### config.mk
export PLATFORM = sky130hd
export DESIGN_NAME = flash_host_ctrl
export DESIGN_NICKNAME = d
export VERILOG_FILES = /design/src/logic/flash_host_pkg.sv /design/src/logic/flash_cycle_if.sv /design/src/logic/flash_cycle_engine.sv /design/src/logic/flash_host_ctrl.sv
export SDC_FILE = /design/constraint.sdc
export NUM_CORES = 1
export LEC_CHECK = 0
export BUFFER_PORTS_ARGS = -buffer_cell sky130_fd_sc_hd__buf_2
export CAP_MARGIN = 5
export CELL_PAD_IN_SITES_DETAIL_PLACEMENT = 0
export CELL_PAD_IN_SITES_GLOBAL_PLACEMENT = 1
export CORE_UTILIZATION = 42
export DETAILED_ROUTE_END_ITERATION = 7
export PLACE_DENSITY_LB_ADDON = 0.1
export SKIP_LAST_GASP = 1
export SYNTH_ARGS = -nofsm -noshare
export SYNTH_HDL_FRONTEND = slang
export SYNTH_SLANG_ARGS = --single-unit
export TNS_END_PERCENT = 100
### constraint.sdc
create_clock -name core_clk -period 2.89 [get_ports core_clk]
set_input_delay 0.289 -clock core_clk [delete_from_list [all_inputs] [get_ports core_clk]]
set_output_delay 0.289 -clock core_clk [all_outputs]
set_load 0.02 [all_outputs]
### src/logic/flash_host_pkg.sv
// Constants shared by the flash host controller and its pin cycle engine.
// Assumes a single 25 MHz core clock; all pin timing is counted in it.
package flash_host_pkg;
    // ---------------------------------------------------------------
    // Timing
    // ---------------------------------------------------------------
    localparam int CLK_PERIOD_NS = 40;
    localparam int ACCESS_NS = 120;
    localparam int WE_PULSE_NS = 50;
    localparam int RECOVERY_NS = 600;
    localparam int SYNC_STAGES = 2;
    // Least times round up to whole cycles
    localparam int ACC_CYC = (ACCESS_NS + CLK_PERIOD_NS - 1) / CLK_PERIOD_NS;
    localparam int WE_CYC = (WE_PULSE_NS + CLK_PERIOD_NS - 1) / CLK_PERIOD_NS;
    localparam int REC_CYC = (RECOVERY_NS + CLK_PERIOD_NS - 1) / CLK_PERIOD_NS;
    localparam logic [3:0] WE_LOAD = 4'(WE_CYC - 1);
    localparam logic [3:0] RD_LOAD = 4'(ACC_CYC + SYNC_STAGES - 1);
    localparam logic [7:0] REC_LOAD = 8'(REC_CYC);

    // ---------------------------------------------------------------
    // Array geometry
    // ---------------------------------------------------------------
    localparam int DATA_W = 16;
    localparam int PARAM_BLOCK_W = 12;
    localparam int LOCK_SPAN_W = PARAM_BLOCK_W + 1;

    // ---------------------------------------------------------------
    // Register map (word index on the bus)
    // ---------------------------------------------------------------
    localparam logic [2:0] REG_CTRL = 3'h0;
    localparam logic [2:0] REG_ADDR = 3'h1;
    localparam logic [2:0] REG_WDATA = 3'h2;
    localparam logic [2:0] REG_RDATA = 3'h3;
    localparam logic [2:0] REG_STATUS = 3'h4;
    localparam int CTRL_GO_BIT = 0;
    localparam int CTRL_OP_LSB = 1;
    localparam int CTRL_PD_BIT = 4;
    localparam int CTRL_WP_BIT = 5;
    localparam int ST_BUSY_BIT = 0;
    localparam int ST_RECOV_BIT = 1;
    localparam int ST_PD_BIT = 2;
    localparam int ST_LOCK_BIT = 3;
    localparam int ST_REJ_BIT = 4;
    localparam int ST_DEV_LSB = 8;
    localparam int DEV_READY_BIT = 7;

    typedef enum logic [2:0] {
        OP_READ = 3'h0, OP_PROGRAM = 3'h1, OP_ERASE = 3'h2,
        OP_SUSPEND = 3'h3, OP_RESUME = 3'h4, OP_CLRSTAT = 3'h5,
        OP_STATUS = 3'h6
    } op_t;

    // ---------------------------------------------------------------
    // Command codes written to the command front end
    // ---------------------------------------------------------------
    localparam logic [15:0] CMD_READ_ARRAY = 16'h00FF;
    localparam logic [15:0] CMD_PROGRAM = 16'h0040;
    localparam logic [15:0] CMD_ERASE = 16'h0020;
    localparam logic [15:0] CMD_CONFIRM = 16'h00D0;
    localparam logic [15:0] CMD_SUSPEND = 16'h00B0;
    localparam logic [15:0] CMD_RESUME = 16'h00D0;
    localparam logic [15:0] CMD_READ_STATUS = 16'h0070;
    localparam logic [15:0] CMD_CLEAR_STATUS = 16'h0050;
endpackage

### src/logic/flash_cycle_if.sv
// One-cycle request/answer link from the sequencer to the pin engine.
// Assumes both ends run on core_clk.
`timescale 1ns/1ps
interface flash_cycle_if #(parameter int AW = 20) ();
    logic req;
    logic wr;
    logic [AW-1:0] addr;
    logic [15:0] wdata;
    logic [15:0] rdata;
    logic done;
    modport seq (output req, wr, addr, wdata, input rdata, done);
    modport eng (input req, wr, addr, wdata, output rdata, done);
endinterface

### src/logic/flash_cycle_engine.sv
// Pin engine: turns one request into one asynchronous read or write
// cycle on the flash pins. Assumes the data pins are resolved outside.
`timescale 1ns/1ps
module flash_cycle_engine
    import flash_host_pkg::*;
#(
    parameter int AW = 20
) (
    input wire logic core_clk,
    input wire logic srst,
    flash_cycle_if.eng cyc,
    output logic [AW-1:0] flash_addr,
    output logic [15:0] flash_dq_out,
    output logic flash_dq_oe,
    input wire logic [15:0] flash_dq_in,
    output logic flash_ce_n,
    output logic flash_oe_n,
    output logic flash_we_n
);
    typedef enum logic [3:0] {
        E_IDLE = 4'b0001, E_SETUP = 4'b0010,
        E_PULSE = 4'b0100, E_HOLD = 4'b1000
    } eng_state_t;

    eng_state_t state_r;
    logic wr_r;
    logic [3:0] cnt_r;
    logic [15:0] dq_s1_r;
    logic [15:0] dq_s2_r;

    // ---------------------------------------------------------------
    // Data pin synchroniser
    // ---------------------------------------------------------------
    always_ff @(posedge core_clk) begin
        dq_s1_r <= flash_dq_in;
        dq_s2_r <= dq_s1_r;
    end

    // Cycle sequencing and strobe timing
    always_ff @(posedge core_clk) begin
        if (srst) begin
            state_r <= E_IDLE;
            cnt_r <= 4'h0;
            wr_r <= 1'b0;
        end else begin
            unique case (state_r)
                E_IDLE: begin
                    if (cyc.req) begin
                        wr_r <= cyc.wr;
                        state_r <= E_SETUP;
                    end
                end
                E_SETUP: begin
                    cnt_r <= wr_r ? WE_LOAD : RD_LOAD;
                    state_r <= E_PULSE;
                end
                E_PULSE: begin
                    if (cnt_r == 4'h0) begin
                        state_r <= E_HOLD;
                    end else begin
                        cnt_r <= cnt_r - 4'h1;
                    end
                end
                E_HOLD: state_r <= E_IDLE;
            endcase
        end
    end

    // Pin drive; address and data stay put through the strobe's rise
    always_ff @(posedge core_clk) begin
        if (srst) begin
            flash_addr <= '0;
            flash_dq_out <= 16'h0000;
            flash_dq_oe <= 1'b0;
            flash_ce_n <= 1'b1;
            flash_oe_n <= 1'b1;
            flash_we_n <= 1'b1;
        end else begin
            if (state_r == E_IDLE && cyc.req) begin
                flash_addr <= cyc.addr;
                flash_dq_out <= cyc.wdata;
                flash_dq_oe <= cyc.wr;
                flash_ce_n <= 1'b0;
            end
            if (state_r == E_SETUP) begin
                flash_we_n <= !wr_r;
                flash_oe_n <= wr_r;
            end
            if (state_r == E_PULSE && cnt_r == 4'h0) begin
                flash_we_n <= 1'b1;
                flash_oe_n <= 1'b1;
            end
            if (state_r == E_HOLD) begin
                flash_ce_n <= 1'b1;
                flash_dq_oe <= 1'b0;
            end
        end
    end

    // Answer to the sequencer
    always_ff @(posedge core_clk) begin
        if (srst) begin
            cyc.done <= 1'b0;
            cyc.rdata <= 16'h0000;
        end else begin
            cyc.done <= (state_r == E_HOLD);
            if (state_r == E_PULSE && cnt_r == 4'h0 && !wr_r) begin
                cyc.rdata <= dq_s2_r;
            end
        end
    end
endmodule

### src/logic/flash_host_ctrl.sv
// Host controller for a word-wide command-driven flash part.
// Software gives orders over Avalon-MM; the block drives the part's pins.
// Assumes the bidirectional data pins are resolved by the surroundings.
//
// Functional notes
// - Lock pin guards only two outermost blocks
// - Program or erase starts with two writes
// - Wait recovery time before trusting reads
// - Hold reset low during system reset
//
// Implementation choices: the register addresses and the Avalon-MM register port.
`timescale 1ns/1ps
module flash_host_ctrl
    import flash_host_pkg::*;
#(
    parameter int AW = 20,
    parameter bit PARAM_AT_TOP = 1'b1
) (
    input wire logic core_clk,
    input wire logic srst,
    input wire logic [2:0] avs_address,
    input wire logic avs_read,
    input wire logic avs_write,
    input wire logic [31:0] avs_writedata,
    output logic [31:0] avs_readdata,
    output logic avs_waitrequest,
    output logic [AW-1:0] flash_addr,
    output logic [15:0] flash_dq_out,
    output logic flash_dq_oe,
    input wire logic [15:0] flash_dq_in,
    output logic flash_ce_n,
    output logic flash_oe_n,
    output logic flash_we_n,
    output logic reset_powerdown_n,
    output logic flash_wp_n
);
    typedef enum logic [7:0] {
        S_IDLE = 8'b00000001, S_RECOVER = 8'b00000010,
        S_ARRAY_CMD = 8'b00000100, S_READ = 8'b00001000,
        S_CMD1 = 8'b00010000, S_CMD2 = 8'b00100000,
        S_RDSTAT = 8'b01000000, S_POLL = 8'b10000000
    } seq_state_t;

    flash_cycle_if #(.AW(AW)) cyc ();

    seq_state_t state_r;
    op_t op_r;
    logic [AW-1:0] addr_r;
    logic [15:0] wdata_r;
    logic [15:0] rdata_r;
    logic [7:0] dev_stat_r;
    logic pd_req_r;
    logic lock_hit_r;
    logic rejected_r;
    logic issued_r;
    logic req_r;
    logic [7:0] rec_cnt_r;
    logic [7:0] gap_cnt_r;
    logic acc_wr;
    logic go_acc;
    logic go_rej;
    logic outer_blk;
    logic pe_op;
    logic need_cyc;
    op_t new_op;

    // ---------------------------------------------------------------
    // Bus decode
    // ---------------------------------------------------------------
    assign acc_wr = avs_write && !avs_waitrequest;
    assign new_op = op_t'(avs_writedata[CTRL_OP_LSB +: 3]);
    assign go_acc = acc_wr && avs_address == REG_CTRL
        && avs_writedata[CTRL_GO_BIT] && state_r == S_IDLE
        && reset_powerdown_n && !pd_req_r;
    assign go_rej = acc_wr && avs_address == REG_CTRL
        && avs_writedata[CTRL_GO_BIT] && !go_acc;
    assign pe_op = new_op == OP_PROGRAM || new_op == OP_ERASE;
    // Two outermost 4-Kword blocks at the parameter end of the map
    assign outer_blk = PARAM_AT_TOP ? &addr_r[AW-1:LOCK_SPAN_W]
                                    : ~|addr_r[AW-1:LOCK_SPAN_W];

    // Answer every request after exactly one wait cycle
    always_ff @(posedge core_clk) begin
        if (srst) begin
            avs_waitrequest <= 1'b1;
        end else if ((avs_read || avs_write) && avs_waitrequest) begin
            avs_waitrequest <= 1'b0;
        end else begin
            avs_waitrequest <= 1'b1;
        end
    end

    // Read data, taken when the request is first seen
    always_ff @(posedge core_clk) begin
        if (srst) begin
            avs_readdata <= 32'h0000_0000;
        end else if (avs_read && avs_waitrequest) begin
            unique case (avs_address)
                REG_CTRL: avs_readdata <= 32'({flash_wp_n, pd_req_r, op_r,
                    1'b0});
                REG_ADDR: avs_readdata <= 32'(addr_r);
                REG_WDATA: avs_readdata <= 32'(wdata_r);
                REG_RDATA: avs_readdata <= 32'(rdata_r);
                REG_STATUS: avs_readdata <= 32'({dev_stat_r, 3'h0,
                    rejected_r, lock_hit_r, !reset_powerdown_n,
                    state_r == S_RECOVER, state_r != S_IDLE});
                default: avs_readdata <= 32'h0000_0000;
            endcase
        end
    end

    // Software-written controls
    always_ff @(posedge core_clk) begin
        if (srst) begin
            pd_req_r <= 1'b0;
            flash_wp_n <= 1'b0;
            addr_r <= '0;
            wdata_r <= 16'h0000;
            op_r <= OP_READ;
        end else begin
            if (acc_wr && avs_address == REG_CTRL) begin
                pd_req_r <= avs_writedata[CTRL_PD_BIT];
                flash_wp_n <= avs_writedata[CTRL_WP_BIT];
            end
            if (acc_wr && avs_address == REG_ADDR) begin
                addr_r <= avs_writedata[AW-1:0];
            end
            if (acc_wr && avs_address == REG_WDATA) begin
                wdata_r <= avs_writedata[DATA_W-1:0];
            end
            if (go_acc) begin
                op_r <= new_op;
            end
        end
    end

    // Sticky flags; a new event wins over a write-one clear
    always_ff @(posedge core_clk) begin
        if (srst) begin
            lock_hit_r <= 1'b0;
            rejected_r <= 1'b0;
        end else begin
            // The lock level is the one that this same write sets
            if (go_acc && pe_op && outer_blk
                && !avs_writedata[CTRL_WP_BIT]) begin
                lock_hit_r <= 1'b1;
            end else if (acc_wr && avs_address == REG_STATUS
                         && avs_writedata[ST_LOCK_BIT]) begin
                lock_hit_r <= 1'b0;
            end
            if (go_rej) begin
                rejected_r <= 1'b1;
            end else if (acc_wr && avs_address == REG_STATUS
                         && avs_writedata[ST_REJ_BIT]) begin
                rejected_r <= 1'b0;
            end
        end
    end

    // ---------------------------------------------------------------
    // Reset / power-down pin and recovery
    // ---------------------------------------------------------------
    // Held low through system reset, then released by hardware whenever no power-down is requested
    always_ff @(posedge core_clk) begin
        if (srst) begin
            reset_powerdown_n <= 1'b0;
        end else if (pd_req_r && state_r == S_IDLE) begin
            reset_powerdown_n <= 1'b0;
        end else if (!pd_req_r) begin
            reset_powerdown_n <= 1'b1;
        end
    end

    // Cycles since the pin last rose, saturating at the recovery count
    always_ff @(posedge core_clk) begin
        if (srst || !reset_powerdown_n) begin
            gap_cnt_r <= 8'h00;
        end else if (gap_cnt_r != REC_LOAD) begin
            gap_cnt_r <= gap_cnt_r + 8'h01;
        end
    end

    // ---------------------------------------------------------------
    // Command sequencer
    // ---------------------------------------------------------------
    assign need_cyc = state_r != S_IDLE && state_r != S_RECOVER;

    // Cycle content for the current step
    always_comb begin
        cyc.addr = addr_r;
        cyc.wr = 1'b1;
        cyc.wdata = CMD_READ_ARRAY;
        unique case (state_r)
            S_READ, S_POLL: cyc.wr = 1'b0;
            S_CMD1: begin
                unique case (op_r)
                    OP_PROGRAM: cyc.wdata = CMD_PROGRAM;
                    OP_ERASE: cyc.wdata = CMD_ERASE;
                    OP_SUSPEND: cyc.wdata = CMD_SUSPEND;
                    OP_RESUME: cyc.wdata = CMD_RESUME;
                    default: cyc.wdata = CMD_CLEAR_STATUS;
                endcase
            end
            S_CMD2: cyc.wdata = (op_r == OP_PROGRAM) ? wdata_r
                                                     : CMD_CONFIRM;
            S_RDSTAT: cyc.wdata = CMD_READ_STATUS;
            default: cyc.wdata = CMD_READ_ARRAY;
        endcase
    end
    assign cyc.req = req_r;

    // One request each time a step is entered, and again after each answer while S_POLL waits for ready
    always_ff @(posedge core_clk) begin
        if (srst) begin
            req_r <= 1'b0;
            issued_r <= 1'b0;
        end else begin
            req_r <= need_cyc && !issued_r && !req_r;
            if (cyc.done) begin
                issued_r <= 1'b0;
            end else if (need_cyc && !issued_r) begin
                issued_r <= 1'b1;
            end
        end
    end

    // Step through the sequence for each order
    always_ff @(posedge core_clk) begin
        if (srst) begin
            state_r <= S_IDLE;
            rec_cnt_r <= 8'h00;
            rdata_r <= 16'h0000;
            dev_stat_r <= 8'h00;
        end else begin
            unique case (state_r)
                S_IDLE: begin
                    if (!reset_powerdown_n && !pd_req_r) begin
                        rec_cnt_r <= REC_LOAD;
                        state_r <= S_RECOVER;
                    end else if (go_acc) begin
                        unique case (new_op)
                            OP_READ: state_r <= S_ARRAY_CMD;
                            OP_STATUS: state_r <= S_RDSTAT;
                            default: state_r <= S_CMD1;
                        endcase
                    end
                end
                S_RECOVER: begin
                    if (rec_cnt_r == 8'h01) begin
                        state_r <= S_IDLE;
                    end else begin
                        rec_cnt_r <= rec_cnt_r - 8'h01;
                    end
                end
                S_ARRAY_CMD: if (cyc.done) begin
                    state_r <= (op_r == OP_READ) ? S_READ : S_IDLE;
                end
                S_READ: if (cyc.done) begin
                    rdata_r <= cyc.rdata;
                    state_r <= S_IDLE;
                end
                S_CMD1: if (cyc.done) begin
                    if (op_r == OP_PROGRAM || op_r == OP_ERASE) begin
                        state_r <= S_CMD2;
                    end else if (op_r == OP_SUSPEND) begin
                        state_r <= S_RDSTAT;
                    end else begin
                        state_r <= S_IDLE;
                    end
                end
                S_CMD2: if (cyc.done) state_r <= S_RDSTAT;
                S_RDSTAT: if (cyc.done) state_r <= S_POLL;
                S_POLL: if (cyc.done) begin
                    dev_stat_r <= cyc.rdata[7:0];
                    if (op_r == OP_STATUS) begin
                        state_r <= S_IDLE;
                    end else if (cyc.rdata[DEV_READY_BIT]) begin
                        state_r <= S_ARRAY_CMD;
                    end
                end
            endcase
        end
    end

    flash_cycle_engine #(.AW(AW)) u_engine (
        .core_clk(core_clk),
        .srst(srst),
        .cyc(cyc.eng),
        .flash_addr(flash_addr),
        .flash_dq_out(flash_dq_out),
        .flash_dq_oe(flash_dq_oe),
        .flash_dq_in(flash_dq_in),
        .flash_ce_n(flash_ce_n),
        .flash_oe_n(flash_oe_n),
        .flash_we_n(flash_we_n)
    );
endmodule

# Word-level counts from Yosys, hierarchy flattened
# Cells that the tools add are included.
dict set report word_totals {
  register_bits 217
  inputBits 55
  out_inout_bits 75
  wordCells 164
}
dict set report classes {
  add_sub_neg 2
  eq_ne 41
  n_mux 35
  reduce_logical 57
}
# op count
set ops {}
lappend ops {{$mux W8} 13}
lappend ops {{$pmux W20 S5} 1}
lappend ops {{$pmux W8 S8} 1}
lappend ops {{$pmux W16 S3} 1}
lappend ops {{$pmux W8 S4} 1}
lappend ops {{$logic_and A1 B1 Y1} 25}
lappend ops {{$eq A8 B1 Y1 const B} 2}
lappend ops {{$mux W16} 1}
lappend ops {{$mux W4} 4}
lappend ops {{$ne A2 B1 Y1 const B} 8}
lappend ops {{$pmux W4 S4} 1}
lappend ops {{$pmux W8 S2} 1}
lappend ops {{$eq A3 B2 Y1 const B} 5}
lappend ops {{$mux W7} 2}
lappend ops {{$pmux W7 S2} 1}
lappend ops {{$eq A3 B3 Y1 const B} 4}
lappend ops {{$reduce_and A2 Y1} 5}
lappend ops {{$reduce_or A2 Y1} 5}
lappend ops {{$eq A3 B1 Y1 const B} 3}
lappend ops {{$logic_not A3 Y1} 3}
lappend ops {{$reduce_and A9 Y1} 1}
lappend ops {{$eq A8 B2 Y1 const B} 1}
lappend ops {{$eq A8 B3 Y1 const B} 1}
lappend ops {{$eq A8 B4 Y1 const B} 1}
lappend ops {{other kinds (23)} 44}

# Logic depth before layout (Yosys ltp)
dict set report depth {
  depth_word 11
  mapped_depth 8
  depth_no_buf 7
}

# By module
# A second synthesis with hierarchy kept.
dict set report unflattened {
  cells_unflattened 935
  hier_area_um2 8264.2
}
# mod instances cells_each area_each_um2 seq_area_each_um2
set by_module_without_submodules {}
lappend by_module_without_submodules {flash_host_ctrl 1 621 5173.7 2142.1}
lappend by_module_without_submodules {flash_cycle_engine 1 314 3090.5 1961.9}

# Worst setup path after synthesis
# Ideal clock, no wire load.
dict set report synth_path {
  path_type {register -> register}
  start {register state_r[4]}
  end {register state_r[0]}
  setup_ns 0.120
  t_arrival_ns 2.067
  t_required_ns 2.770
  slack_ns 0.703
  path_stages_with_launch 7
  n_path_buf 1
  synth_period_minus_slack_ns 2.187
  path_cell_list {dfxtp_1 -> or4_1 -> buf_6 -> or4_4 -> o211ai_4 -> nor2_2 -> a211o_1}
}
dict set report synth_between {
  elab_chain_len 6
  word_cells_on_any_way 22
  classes_between {17 x eq/ne; 1 x mux; 4 x reduce/logical}
}
# element line
set synth_lines {}
lappend synth_lines {{start: declaration} flash_host_ctrl.sv:46} ;# seq_state_t state_r;
lappend synth_lines {{start signal: assignment} flash_host_ctrl.sv:256} ;# state_r <= (op_r == OP_READ) ? S_READ : S_IDLE;
lappend synth_lines {{$eq A8 B1 Y1} {flash_host_ctrl.sv:73, flash_host_ctrl.sv:235}}
lappend synth_lines {{$logic_and A1 B1 Y1} flash_host_ctrl.sv:73} ;# && avs_writedata[CTRL_GO_BIT] && state_r == S_IDLE
lappend synth_lines {{$logic_and A1 B1 Y1 (2 in series)} flash_host_ctrl.sv:74} ;# && reset_powerdown_n && !pd_req_r;
lappend synth_lines {{$ne A3 B2 Y1 (no line)} --}
lappend synth_lines {{$reduce_and A9 Y1 (no line)} --}
# Several ways; a longest one is shown, not always the timed one.
# A chain may end at the register's enable or synchronous reset.

# Worst setup path in the final report
# Same ends and word-level chain as after synthesis.

==> results.py <==
metrics = {
    "synthesis": {
        "synthAdderAreaFrac_pct": 0.614,
        "yosysSeqAreaShare_pct": 50.4,
        "synth-xor-area-share_pct": 0.860,
        "synth_top_family_by_area": "simple AND/OR/NAND/NOR gates",
        "yosys_warnings": 0,
        "synthesis.area_sq_um": 8150,
        "synthTopCellsByArea": "dfxtp_1, nand2_1, a21oi_1",
        "synth_area_per_cell_sq_um": 8.85,
        "synth.ff_latch_count": 205,
        "yosys.area.top_type": "dfxtp_1",
        "async_reset_ff_share_pct": 0,
        "muxShareOfSynthArea_pct": 6.13,
        "synth_top_area_share_pct": 50.4,
        "synth-edff-count": 0,
        "ys_dominant_reg_cell": "dfxtp_1",
        "synthSimpleGateAreaFrac_pct": 21.3,
        "ys_types": 68,
        "synth_cells": 921,
        "synth_compound_area_share_pct": 16.0,
    },
    "global_routing": {
        "antenna_found_initial": 0,
        "grt_busiest_layer": "met2",
        "grt_use_met3_pct": 2.87,
        "grt_use_met1_pct": 32.4,
        "first_global_vias": 6112,
        "grt_max_degree": 109,
        "use_met2_pct": 32.6,
        "grt-ovfl-total": 0,
        "grt_pass1_wl_um": 34200,
        "grtUsageTotal_pct": 21.6,
    },
    "clocking": {
        "tritoncts": "done",
        "cts_setup_buffers": 0,
        "cts.repair.resized": 0,
        "cts_buffer_depth": 3,
        "h-tree-depth": 1,
        "clock_sinks": 205,
        "clkTransAtPathRegs_ns": 0.06,
        "cts_buffers": 23,
        "clk_latency_ns": 0.50,
        "root_buffer": "clkbuf_16",
    },
    "finish": {
        "antenna_cells": 0,
        "fin_util_pct": 51.9,
        "drive_gt1_share_pct": 17.1,
        "fin_area_sq_um": 9770,
        "final_nets": 1078,
        "seq_area_sq_um": 4100,
        "fillCellCount": 1832,
        "area_growth_pct": 19.9,
        "multi_input_area_sq_um": 3700,
    },
    "pwr": {
        "p_leak_nw": 3.74,
        "p_per_area_nw_per_um2": 771,
        "ir_drop_v": 0.000546,
    },
    "run_status": {
        "status": "finished, final reports clean",
    },
    "critical_path": {
        "crit_path_end_kind": "flip-flop",
        "critical_path_peak_fanout": 10,
        "critPathRequiredTime_ns": 3.29,
        "cp-start-kind": "flip-flop",
        "criticalPathCategory": "reg2reg",
        "cp.arrival_ns": 2.85,
    },
    "timing": {
        "max_freq_mhz": 408,
        "setup_viol": 0,
        "rsz0062_at_grt": "false",
        "tightest_slew_ns": 0.873,
        "relSlewSlack_pct": 41.0,
        "finClkSkew_ns": 0.0119,
        "hold_violations": 0,
        "finalCritPeriodShare_pct": 84.8,
        "fin_setup_tns_ns": 0,
        "min_period_ns": 2.45,
        "fin_hold_ws_ns": 0.0424,
        "slew_viol_final": 0,
        "fin_ws_ns": 0.439,
    },
    "floorplanning": {
        "fp-row-count": 50,
        "start_util_pct": 43.3,
        "ios": 130,
        "dieArea_sq_um": 20000,
        "die_y_um": 141,
        "core_area_sq_um": 18800,
        "die_x_um": 141,
    },
    "place": {
        "dp_slack_ns": 0.441,
        "gp_congestion": 0.826,
        "placed_cell_area_sq_um": 8860,
        "io_buffers": 105,
        "hpwl_um": 14800,
    },
    "routing": {
        "route.detailed.drc": 0,
        "drtPass1Iterations": 4,
        "first_iter_violations": 404,
        "drtAntennaViolNets": 0,
        "via_per_inst": 5.23,
        "avgRoutedWirePerCell_um": 16.7,
        "via_count": 6770,
        "wl_um": 21600,
    },
    "job": {
        "maxCapViolations": 0,
    },
    "min_path": {
        "hold_class": "in2reg",
    },
}
[worst max-delay path: stages (launching register included)]
cell,delay [ns]
dfxtp_1,0.37
or4_1,0.77
or4_4,0.62
o211ai_4,0.24
nor2_2,0.09
a211o_1,0.25
[flip-flops by register name (all words and copies together) (netlist names), 4 cells and up]
name / cells
u_engine.flash_addr: 20
u_engine.flash_dq_out: 16
u_engine.dq_s2_r: 16
rec_cnt_r: 8
dev_stat_r: 8
u_engine.dq_s1_r: 16
u_engine.cyc.rdata: 16
avs_readdata: 20
u_engine.state_r: 4
addr_r: 20
u_engine.cnt_r: 4
wdata_r: 16
state_r: 8
rdata_r: 16
[kinds of logic (layout without fill, tap and decap cells)]
| family | after synthesis | in the layout |
|---|---|---|
| adder cells (fa/ha/maj) | 4 | 4 |
| AO/OA/AOI/OAI | 209 | 209 |
| other | 1 | 12 |
| flip-flops | 205 | 205 |
| AND/OR/NAND/NOR | 360 | 360 |
| multiplexers | 47 | 47 |
| XOR/XNOR | 8 | 8 |
| buffers and inverters | 87 | 189 |
[Yosys cell counts (6+ instances only)]
| cell | instances |
|---|---|
| dfxtp_1 | 205 |
| xor2_1 | 7 |
| a21oi_1 | 104 |
| mux2i_1 | 42 |
| o21ai_0 | 28 |
| nand2_1 | 144 |
| nor3_1 | 13 |
| nor4b_1 | 6 |
| inv_1 | 10 |
| buf_4 | 12 |
| a31oi_1 | 6 |
| nand4_1 | 6 |
| a22oi_1 | 21 |
| o221ai_1 | 12 |
| nand3_1 | 48 |
| nor4_1 | 8 |
| nand2b_1 | 14 |
| clkbuf_1 | 58 |
| nor2_1 | 80 |
| nor2b_1 | 8 |
[cell usage in the layout, fill, tap and decap left out, types with 3 or more instances in the layout]
cell / count
buf_2: 104
a21oi_1: 104
nor3b_1: 5
o21ai_0: 28
nand2_1: 144
buf_4: 17
o211a_1: 4
a31oi_1: 6
clkbuf_1: 4
nor2_1: 80
xor2_1: 7
a22oi_1: 21
nand3b_1: 3
and2_1: 3
clkbuf_8: 5
dfxtp_1: 205
nand3_1: 48
clkbuf_16: 23
dlygate4sd3_1: 16
o211ai_1: 3
nor4b_1: 6
mux2i_1: 42
nor3_1: 13
inv_1: 10
clkinv_2: 4
nand4_1: 6
nor2b_1: 8
o2111ai_1: 4
ha_1: 4
a211oi_1: 5
mux2_2: 3
nand2b_1: 14
a311oi_1: 3
nor4_1: 8
conb_1: 12
o21a_1: 3
o221ai_1: 12
[timing repair]
item	in CTS	in global routing
endpoints found under the setup margin	0	0
hold buffers	16	0
endpoints found under the hold margin	16	0
[per-stage QoR]
step / instances / total power, mW
after floorplan: 932 / 4.31
after CTS: 1294 / 7.60
after global placement: 1238 / 4.66
after global routing: 1294 / 7.91
after detailed placement: 1238 / 4.67
final: 1294 / 7.54
[worst paths after layout]
kind | start | end | slack [ns] | cells after the start
max reg2reg | state_r[4]$_SDFFE_PP0P_ | state_r[0]$_SDFFE_PP1P_ | 0.44 | 5
min | avs_writedata[17] | addr_r[17]$_SDFFE_PP0P_ | 0.04 | 3
min reg2reg | u_engine.dq_s1_r[0]$_DFF_P_ | u_engine.dq_s2_r[0]$_DFF_P_ | 0.32 | 0
max | state_r[4]$_SDFFE_PP0P_ | state_r[0]$_SDFFE_PP1P_ | 0.44 | 5
[layout make-up]
class / count / area share (%)
tap: 260 / 3.33
timing repair buffer: 139 / 8.68
multi-input combinational: 640 / 37.9
clock inverter: 8 / 0.986
sequential: 205 / 42.0
clock buffer: 32 / 6.75
inverter: 10 / 0.384
[layer usage]
layer,vias up,share of wire (%),wire length (um)
met4,0,1.8,395
met5,-,0,0
met3,28,4.7,1020
met1,3162,50,10900
met2,167,43,9310
li1,3413,-,-
[power by group]
part           switching, mW  internal, mW  leakage (nW)
Combinational          0.885         0.503          1.70
Clock                   1.15          1.77         0.372
Sequential             0.202          3.04          1.67
No activity file was read; power rests on OpenSTA's default activity.
